$ cat src/rtl/gst_pkg.sv
package gst_pkg;

  // byte addresses of the word registers
  localparam logic [7:0] ADDR_COUNT_LOW   = 8'h00;
  localparam logic [7:0] ADDR_COUNT_HIGH  = 8'h04;
  localparam logic [7:0] ADDR_STATUS      = 8'h08;
  localparam logic [7:0] ADDR_MASK        = 8'h0c;
  localparam logic [7:0] ADDR_CONTROL     = 8'h10;
  localparam logic [7:0] ADDR_IRQ_CONTROL = 8'h14;
  localparam logic [7:0] ADDR_PINS        = 8'h18;

  // timer_control field positions
  localparam int CTL_ON      = 0;
  localparam int CTL_CS      = 1;
  localparam int CTL_ASYNC   = 2;
  localparam int CTL_OSCEN   = 3;
  localparam int CTL_PS_LO   = 4;
  localparam int CTL_PS_HI   = 5;
  localparam int CTL_GE      = 6;
  localparam int CTL_WIDTH   = 7;

  // status / mask bit and irq_control bits
  localparam int STAT_OVF    = 0;
  localparam int IRQC_PERIPH = 0;
  localparam int IRQC_GLOBAL = 1;

  // reset values and the count maximum
  localparam logic [CTL_WIDTH-1:0] CTL_RESET   = 7'h00;
  localparam logic [15:0]          COUNT_RESET = 16'h0000;
  localparam logic [15:0]          COUNT_MAX   = 16'hffff;

  // one instruction cycle is four system clocks
  localparam int         OSC_PER_INSTR = 4;
  localparam logic [1:0] QPHASE_LAST   = 2'(OSC_PER_INSTR - 1);

  // ahb transfer type bit that marks NONSEQ/SEQ
  localparam int HTRANS_ACTIVE = 1;

  typedef struct packed {
    logic        hsel;
    logic [1:0]  htrans;
    logic [31:0] haddr;
    logic        hwrite;
    logic [2:0]  hsize;
    logic [31:0] hwdata;
  } gst_ahb_req_s;

  typedef struct packed {
    logic [31:0] hrdata;
    logic        hreadyout;
    logic        hresp;
  } gst_ahb_rsp_s;

  typedef struct packed {
    logic [15:0]          count;
    logic [2:0]           pre;
    logic [CTL_WIDTH-1:0] ctl;
    logic                 flag;
    logic                 mask;
    logic [1:0]           irqc;
    logic                 armed;
    logic                 src_prev;
    logic [1:0]           qphase;
    logic                 wr_pend;
    logic [7:0]           waddr;
    logic [31:0]          rdata;
  } gst_state_s;

endpackage : gst_pkg

$ cat src/rtl/gst_sync2.sv
`timescale 1ns/100ps
`default_nettype none
module gst_sync2 (
  input  wire logic clk_sys_in,
  input  wire logic rst_n_in,
  input  wire logic level_in,
  output var  logic level_out
);
  logic stage1_q;
  logic stage2_q;

  // two flops; only the second stage is visible to the outside
  always_ff @(posedge clk_sys_in or negedge rst_n_in) begin
    if (!rst_n_in) begin
      stage1_q <= 1'b0;
      stage2_q <= 1'b0;
    end else begin
      stage1_q <= level_in;
      stage2_q <= stage1_q;
    end
  end

  assign level_out = stage2_q;
endmodule : gst_sync2
`default_nettype wire

$ cat src/rtl/gst_timer.sv
`timescale 1ns/100ps
`default_nettype none
module gst_timer (
  input  wire logic                 clk_sys_in,
  input  wire logic                 rst_n_in,
  input  wire gst_pkg::gst_ahb_req_s ahb_req_in,
  input  wire logic                 hready_in,
  output var  gst_pkg::gst_ahb_rsp_s ahb_rsp_out,
  input  wire logic                 external_count_clock_in,
  input  wire logic                 crystal_clock_in,
  input  wire logic                 gate_input_n_in,
  input  wire logic                 sleep_in,
  input  wire logic                 internal_oscillator_no_clock_output_in,
  input  wire logic [1:0]           pin_direction_in,
  input  wire logic [1:0]           port_pin_in,
  output var  logic                 irq_out,
  output var  logic                 wake_out,
  output var  logic                 crystal_osc_on_out,
  output var  logic                 pin_force_input_out
);
  import gst_pkg::*;

  gst_state_s s_q;
  gst_state_s s_d;

  logic       synced_level;
  logic       osc_eff;
  logic       ext_sel;
  logic       async_mode;
  logic       src_raw;
  logic       src_level;
  logic       run;
  logic       src_tick;
  logic       inc;
  logic       ovf;
  logic       addr_valid;
  logic       cnt_write;
  logic       flag_clear;
  logic [2:0] pre_limit;

  // word-aligned register match, shared by read and write decoding
  function automatic logic reg_hit(input logic [7:0] addr, input logic [7:0] off);
    reg_hit = (addr[7:2] == off[7:2]);
  endfunction : reg_hit

  // sync path for the count source; raw path bypasses it in async mode
  gst_sync2 u_sync (
    .clk_sys_in (clk_sys_in),
    .rst_n_in   (rst_n_in),
    .level_in   (src_raw),
    .level_out  (synced_level)
  );

  // mode decode from the control register
  always_comb begin
    osc_eff    = s_q.ctl[CTL_OSCEN] & internal_oscillator_no_clock_output_in;
    ext_sel    = s_q.ctl[CTL_CS];
    async_mode = ext_sel & s_q.ctl[CTL_ASYNC];
    src_raw    = osc_eff ? crystal_clock_in : external_count_clock_in;
    src_level  = async_mode ? src_raw : synced_level;
    // gate only matters once the on bit is set; sleep stops all but async
    run        = s_q.ctl[CTL_ON] & (~s_q.ctl[CTL_GE] | ~gate_input_n_in)
                 & (~sleep_in | async_mode);
    pre_limit  = 3'((4'h1 << s_q.ctl[CTL_PS_HI:CTL_PS_LO]) - 4'h1);
  end

  // next-state logic: counting, bus writes and read data
  always_comb begin
    s_d        = s_q;
    src_tick   = 1'b0;
    inc        = 1'b0;
    ovf        = 1'b0;
    cnt_write  = 1'b0;
    flag_clear = 1'b0;
    addr_valid = ahb_req_in.hsel & ahb_req_in.htrans[HTRANS_ACTIVE] & hready_in;

    // free-running instruction-cycle phase
    s_d.qphase   = 2'(s_q.qphase + 2'h1);
    s_d.src_prev = src_level;

    // a falling edge must be seen after enabling before a rising edge counts
    if (!run || !ext_sel) begin
      s_d.armed = 1'b0;
    end else if (!src_level && s_q.src_prev) begin
      s_d.armed = 1'b1;
    end

    if (ext_sel) begin
      src_tick = src_level & ~s_q.src_prev & s_q.armed;
    end else begin
      src_tick = (s_q.qphase == QPHASE_LAST);
    end

    if (run && src_tick) begin
      if (s_q.pre == pre_limit) begin
        s_d.pre = 3'h0;
        inc     = 1'b1;
      end else begin
        s_d.pre = 3'(s_q.pre + 3'h1);
      end
    end

    if (inc) begin
      s_d.count = 16'(s_q.count + 16'h0001);
      ovf       = (s_q.count == COUNT_MAX);
    end

    // write data phase; a count write overrides a colliding increment only in the byte it writes
    if (s_q.wr_pend) begin
      if (reg_hit(s_q.waddr, ADDR_COUNT_LOW)) begin
        s_d.count[7:0] = ahb_req_in.hwdata[7:0];
        cnt_write      = 1'b1;
      end
      if (reg_hit(s_q.waddr, ADDR_COUNT_HIGH)) begin
        s_d.count[15:8] = ahb_req_in.hwdata[7:0];
        cnt_write       = 1'b1;
      end
      if (reg_hit(s_q.waddr, ADDR_CONTROL)) begin
        s_d.ctl = ahb_req_in.hwdata[CTL_WIDTH-1:0];
      end
      if (reg_hit(s_q.waddr, ADDR_STATUS)) begin
        flag_clear = ahb_req_in.hwdata[STAT_OVF];
      end
      if (reg_hit(s_q.waddr, ADDR_MASK)) begin
        s_d.mask = ahb_req_in.hwdata[STAT_OVF];
      end
      if (reg_hit(s_q.waddr, ADDR_IRQ_CONTROL)) begin
        s_d.irqc = ahb_req_in.hwdata[1:0];
      end
    end
    if (cnt_write) begin
      s_d.pre = 3'h0;
    end

    // a new overflow wins over a clear in the same cycle
    s_d.flag = (s_q.flag & ~flag_clear) | ovf;

    // address phase: latch writes, fetch read data into a flop
    s_d.wr_pend = addr_valid & ahb_req_in.hwrite;
    if (addr_valid) begin
      s_d.waddr = ahb_req_in.haddr[7:0];
    end
    if (addr_valid && !ahb_req_in.hwrite) begin
      // count bytes come from flops, so a read is never torn mid-update
      s_d.rdata = 32'h0000_0000;
      if (reg_hit(ahb_req_in.haddr[7:0], ADDR_COUNT_LOW)) begin
        s_d.rdata[7:0] = s_q.count[7:0];
      end
      if (reg_hit(ahb_req_in.haddr[7:0], ADDR_COUNT_HIGH)) begin
        s_d.rdata[7:0] = s_q.count[15:8];
      end
      if (reg_hit(ahb_req_in.haddr[7:0], ADDR_STATUS)) begin
        s_d.rdata[STAT_OVF] = s_q.flag;
      end
      if (reg_hit(ahb_req_in.haddr[7:0], ADDR_MASK)) begin
        s_d.rdata[STAT_OVF] = s_q.mask;
      end
      if (reg_hit(ahb_req_in.haddr[7:0], ADDR_CONTROL)) begin
        s_d.rdata[CTL_WIDTH-1:0] = s_q.ctl;
      end
      if (reg_hit(ahb_req_in.haddr[7:0], ADDR_IRQ_CONTROL)) begin
        s_d.rdata[1:0] = s_q.irqc;
      end
      if (reg_hit(ahb_req_in.haddr[7:0], ADDR_PINS)) begin
        // crystal owns both pins: directions read one, port bits zero
        s_d.rdata[1:0] = osc_eff ? 2'h3 : pin_direction_in;
        s_d.rdata[3:2] = osc_eff ? 2'h0 : port_pin_in;
      end
    end
  end

  // single state register
  always_ff @(posedge clk_sys_in or negedge rst_n_in) begin
    if (!rst_n_in) begin
      s_q <= '{count: COUNT_RESET, pre: 3'h0, ctl: CTL_RESET, flag: 1'b0,
               mask: 1'b0, irqc: 2'h0, armed: 1'b0, src_prev: 1'b0,
               qphase: 2'h0, wr_pend: 1'b0, waddr: 8'h00, rdata: 32'h0000_0000};
    end else begin
      s_q <= s_d;
    end
  end

  // outputs; zero-wait slave, always OKAY
  always_comb begin
    ahb_rsp_out.hrdata    = s_q.rdata;
    ahb_rsp_out.hreadyout = 1'b1;
    ahb_rsp_out.hresp     = 1'b0;
    irq_out     = s_q.flag & s_q.mask & s_q.irqc[IRQC_PERIPH]
                  & s_q.irqc[IRQC_GLOBAL];
    // wake does not need the global enable; that only decides vectoring
    wake_out    = sleep_in & s_q.flag & s_q.mask & s_q.irqc[IRQC_PERIPH];
    crystal_osc_on_out  = osc_eff;
    pin_force_input_out = osc_eff;
  end
endmodule : gst_timer
`default_nettype wire

$ cat config.mk
export PLATFORM = sky130hd
export DESIGN_NAME = gst_timer
export DESIGN_NICKNAME = d
export VERILOG_FILES = /design/src/rtl/gst_pkg.sv /design/src/rtl/gst_sync2.sv /design/src/rtl/gst_timer.sv
export SDC_FILE = /design/constraint.sdc
export NUM_CORES = 1
export LEC_CHECK = 0
export BUFFER_PORTS_ARGS = -buffer_cell sky130_fd_sc_hd__buf_2
export CORE_MARGIN = 2
export CORE_UTILIZATION = 50
export CTS_BUF_LIST = sky130_fd_sc_hd__clkbuf_4 sky130_fd_sc_hd__clkbuf_8
export CTS_CLUSTER_SIZE = 40
export DETAILED_ROUTE_END_ITERATION = 10
export GPL_ROUTABILITY_DRIVEN = 0
export PLACE_DENSITY_LB_ADDON = 0.12
export SETUP_SLACK_MARGIN = 0.2
export SKIP_CTS_REPAIR_TIMING = 1
export SLEW_MARGIN = 20
export SYNTH_ARGS = -nofsm -noshare
export SYNTH_HDL_FRONTEND = slang
export SYNTH_HIERARCHICAL = 1
export SYNTH_SLANG_ARGS = --single-unit
export TNS_END_PERCENT = 100
$ cat constraint.sdc
create_clock -name clk_sys_in -period 2.25 [get_ports clk_sys_in]
set_input_delay 0.1125 -clock clk_sys_in [delete_from_list [all_inputs] [get_ports clk_sys_in]]
set_output_delay 0.1125 -clock clk_sys_in [all_outputs]
set_load 0.1 [all_outputs]
==> key figures <==
Timing
  – Layout Skew: 0.00800 ns
  – Tcrit/Tclk final: 91.8%
  – RSZ-0062 raised after global routing: true
  – Worst Tran Pin Value: 0.620 ns
  – F_max: 484 MHz
  – Worst hold slack: 0.0343 ns
  – Tmin final: 2.07 ns
  – Sum Neg Setup Slack: 0 ns
  – Final setup fails: 0
  – Setup ws final: 0.185 ns
  – Hold Vio Cnt, Final: 0
  – Slew HR: 58.6%
  – Final slew viol count: 0

Finish
  – Diodes inserted: 0
  – Layout area overhead: 15.7%
  – Layout Nets: 453
  – Most frequent cells in the layout: 48 x dfrtp_1, 40 x buf_2, 26 x conb_1, 21 x nand2_1, 20 x nor2_1
  – Finished Layout Cells: 441
  – Share of layout cells above drive strength 1: 29.8%
  – Commonest non-fill, non-tap cell in the layout: dfrtp_1

Power and ir drop
  – Worst VDD drop: 0.429 mV
  – Clk network pwr share: 17.6%
  – Seq pwr share: 43.8%
  – Pwr dens: 800 mW/mm2
  – Int Pwr: 1.74 mW
  – Sw Ratio: 39.7%
  – LEAKAGE: 1.64 nW
  – Switching pwr: 1.14 mW
  – Comb pwr share: 38.6%
  – Total Power: 2.88 mW

Clocking
  – CTS tree: built
  – CTS clk-pin slew, worst paths: 0.09 ns
  – Num CTS Buffers: 5
  – TritonCTS Sinks: 51
  – CTS root buffer: clkbuf_8
  – CTS H-Tree Depth: 2
  – Clock Tree Buf Depth: 2
  – Worst skew pair latency: 0.31 ns

Synth
  – Syn Inst Count: 319
  – Syn Area/Cell: 9.74 um2
  – Flop and latch count out of synthesis: 51
  – Synth warn: 6
  – Number of synthesized flops with an enable pin: 0
  – Post-Syn Area: 0.00311 mm2
  – Post-synthesis sequential area ratio: 41.1%
  – Synth unique cells: 53
  – Synth async-reset ratio: 100%
  – Primary FF master, synth: dfrtp_1

Floorplan
  – Row cnt: 28
  – Initial Utilization: 52.2%
  – I/O pin cnt: 121
  – Die W: 82.8 um
  – DIE HEIGHT: 82.8 um
  – Floorplan Core Area: 0.00596 mm2
  – DIE AREA: 0.00686 mm2

Critical path
  – Worst Setup Start Kind: register
  – Crit path max fanout: 5
  – CP required: 2.49 ns
  – Critical path class: register to register
  – CP endpoint kind: register
  – Critical path data arrival time: 2.30 ns

Global route
  – Initial antenna violation count: 0
  – Largest net degree at the start of global routing: 29
  – Grt total ovfl: 0
  – First-pass GRT wire length: 11.4 mm
  – Number of global-route vias before repair: 2314
  – Total track usage: 20.2%

Placed design
  – Placed instance count: 425
  – Detail Placement HPWL: 5.06 mm
  – Pre-CTS WS: 0.211 ns
  – Input/output buffers: 40

Routing
  – Detailed-route via count: 2551
  – Wire per inst: 16.3 um
  – Routed Antenna Nets: 0
  – Post-route DRC: 0
  – Starting DRT DRC Count: 182
  – Drt total wl: 7.19 mm
  – Drt pass-1 iters: 6
  – Drt via density: 5.78

Run status
  – Outcome: finished, final reports clean

Run
  – Max_cap viols: 0

Hold path
  – Hold Crit Class: primary input to register
[synthesized netlist by cell type, drive strengths merged, types with 3 or more instances]
master  number  area, um2
mux2        17        191
buf         38        277
or2          3       18.8
a21oi       12       60.1
o211ai       5       37.5
and4         4       35.0
and2         3       18.8
o31ai        7       52.6
nor2        21       81.3
and3         7       43.8
mux2i       10        100
nand4        5       31.3
nand2b       3       18.8
a31oi       11       68.8
nand2       22       85.1
or3          6       37.5
o21ai       16       80.1
nand3       13       65.1
dfrtp       51       1280
ha           3       37.5
nor3         4       20.0
clkbuf       9       33.8
inv         10       37.5
or4          7       56.3
[critical path, stage by stage (launching register included)]
cell and delay, ns:
dfrtp_2 0.44, or2_4 0.26, a2111oi_4 0.43, buf_4 0.20
o211ai_1 0.16, or3_1 0.35, a31oi_1 0.16
[per-stage QoR]
step	utilization (%)	area, um2
after floorplan	-	3200
after global placement	55.8	3320
after detailed placement	55.8	3320
after CTS	57.1	3400
after global routing	60.4	3600
final	60.4	3600
[layer usage]
metal | routed length [um] | vias up | part of all wire [%] | global-route usage [%]
met5 | 0 | - | 0 | 0
met1 | 3190 | 1239 | 44 | 28.7
met4 | 60 | 0 | 0.83 | 3.43
li1 | - | 1200 | - | -
met2 | 3470 | 103 | 48 | 32.5
met3 | 467 | 9 | 6.5 | 4.37
[flip-flops by register name (all words and copies together) (netlist names)]
signal	cells
ahb_rsp_out	8
u_sync/stage1_q	1
s_q	40
ext_sel	1
u_sync/level_out	1
[final timing paths]
check,endpoint,slack [ns],startpoint,cells past startpoint
worst min-delay path,s_q[40]$_DFF_PN0_,0.03,ahb_req_in[35],3
worst min register to register,u_sync/level_out$_DFF_PN0_,0.35,u_sync/stage1_q$_DFF_PN0_,0
worst max register to register,s_q[67]$_DFF_PN0_,0.18,s_q[56]$_DFFE_PN0P_,6
max in group asynchronous,s_q[53]$_DFFE_PN0P_,1.32,rst_n_in,3
worst max-delay path,s_q[67]$_DFF_PN0_,0.18,s_q[56]$_DFFE_PN0P_,6
min in group asynchronous,s_q[36]$_DFFE_PN0P_,0.34,rst_n_in,2
[final cells by class]
type | instances | area, um2
inverter | 10 | 37.5
sequential | 51 | 1280
clock inverter | 1 | 7.51
multi-input combinational | 235 | 1630
clock buffer | 5 | 68.8
fill | 521 | 2360
timing repair buffer | 64 | 477
tap | 75 | 93.8
[power groups by stage]
stage / Clock (mW) / Sequential [mW] / Combinational (mW)
2_1_floorplan: 0 / 1.20 / 0.744
6_report: 0.507 / 1.26 / 1.11
5_1_grt: 0.555 / 1.29 / 1.19
3_3_place_gp: 0 / 1.26 / 0.923
4_1_cts: 0.514 / 1.25 / 0.940
3_5_place_dp: 0 / 1.27 / 0.937
[cells by family (layout without fill, tap and decap cells)]
logic type	count (synthesis)	after routing	share of synthesized area, %
buffers and inverters	57	80	11.2
DFF	51	51	41.1
adders and majority gates	3	3	1.21
other	2	26	0.242
muxes	29	29	10.8
AOI/OAI and AO/OA	66	66	15.3
xor gates and xnor gates	4	4	1.13
and+or+nand+nor	107	107	19.1
Power figures use the tool's default switching activity.
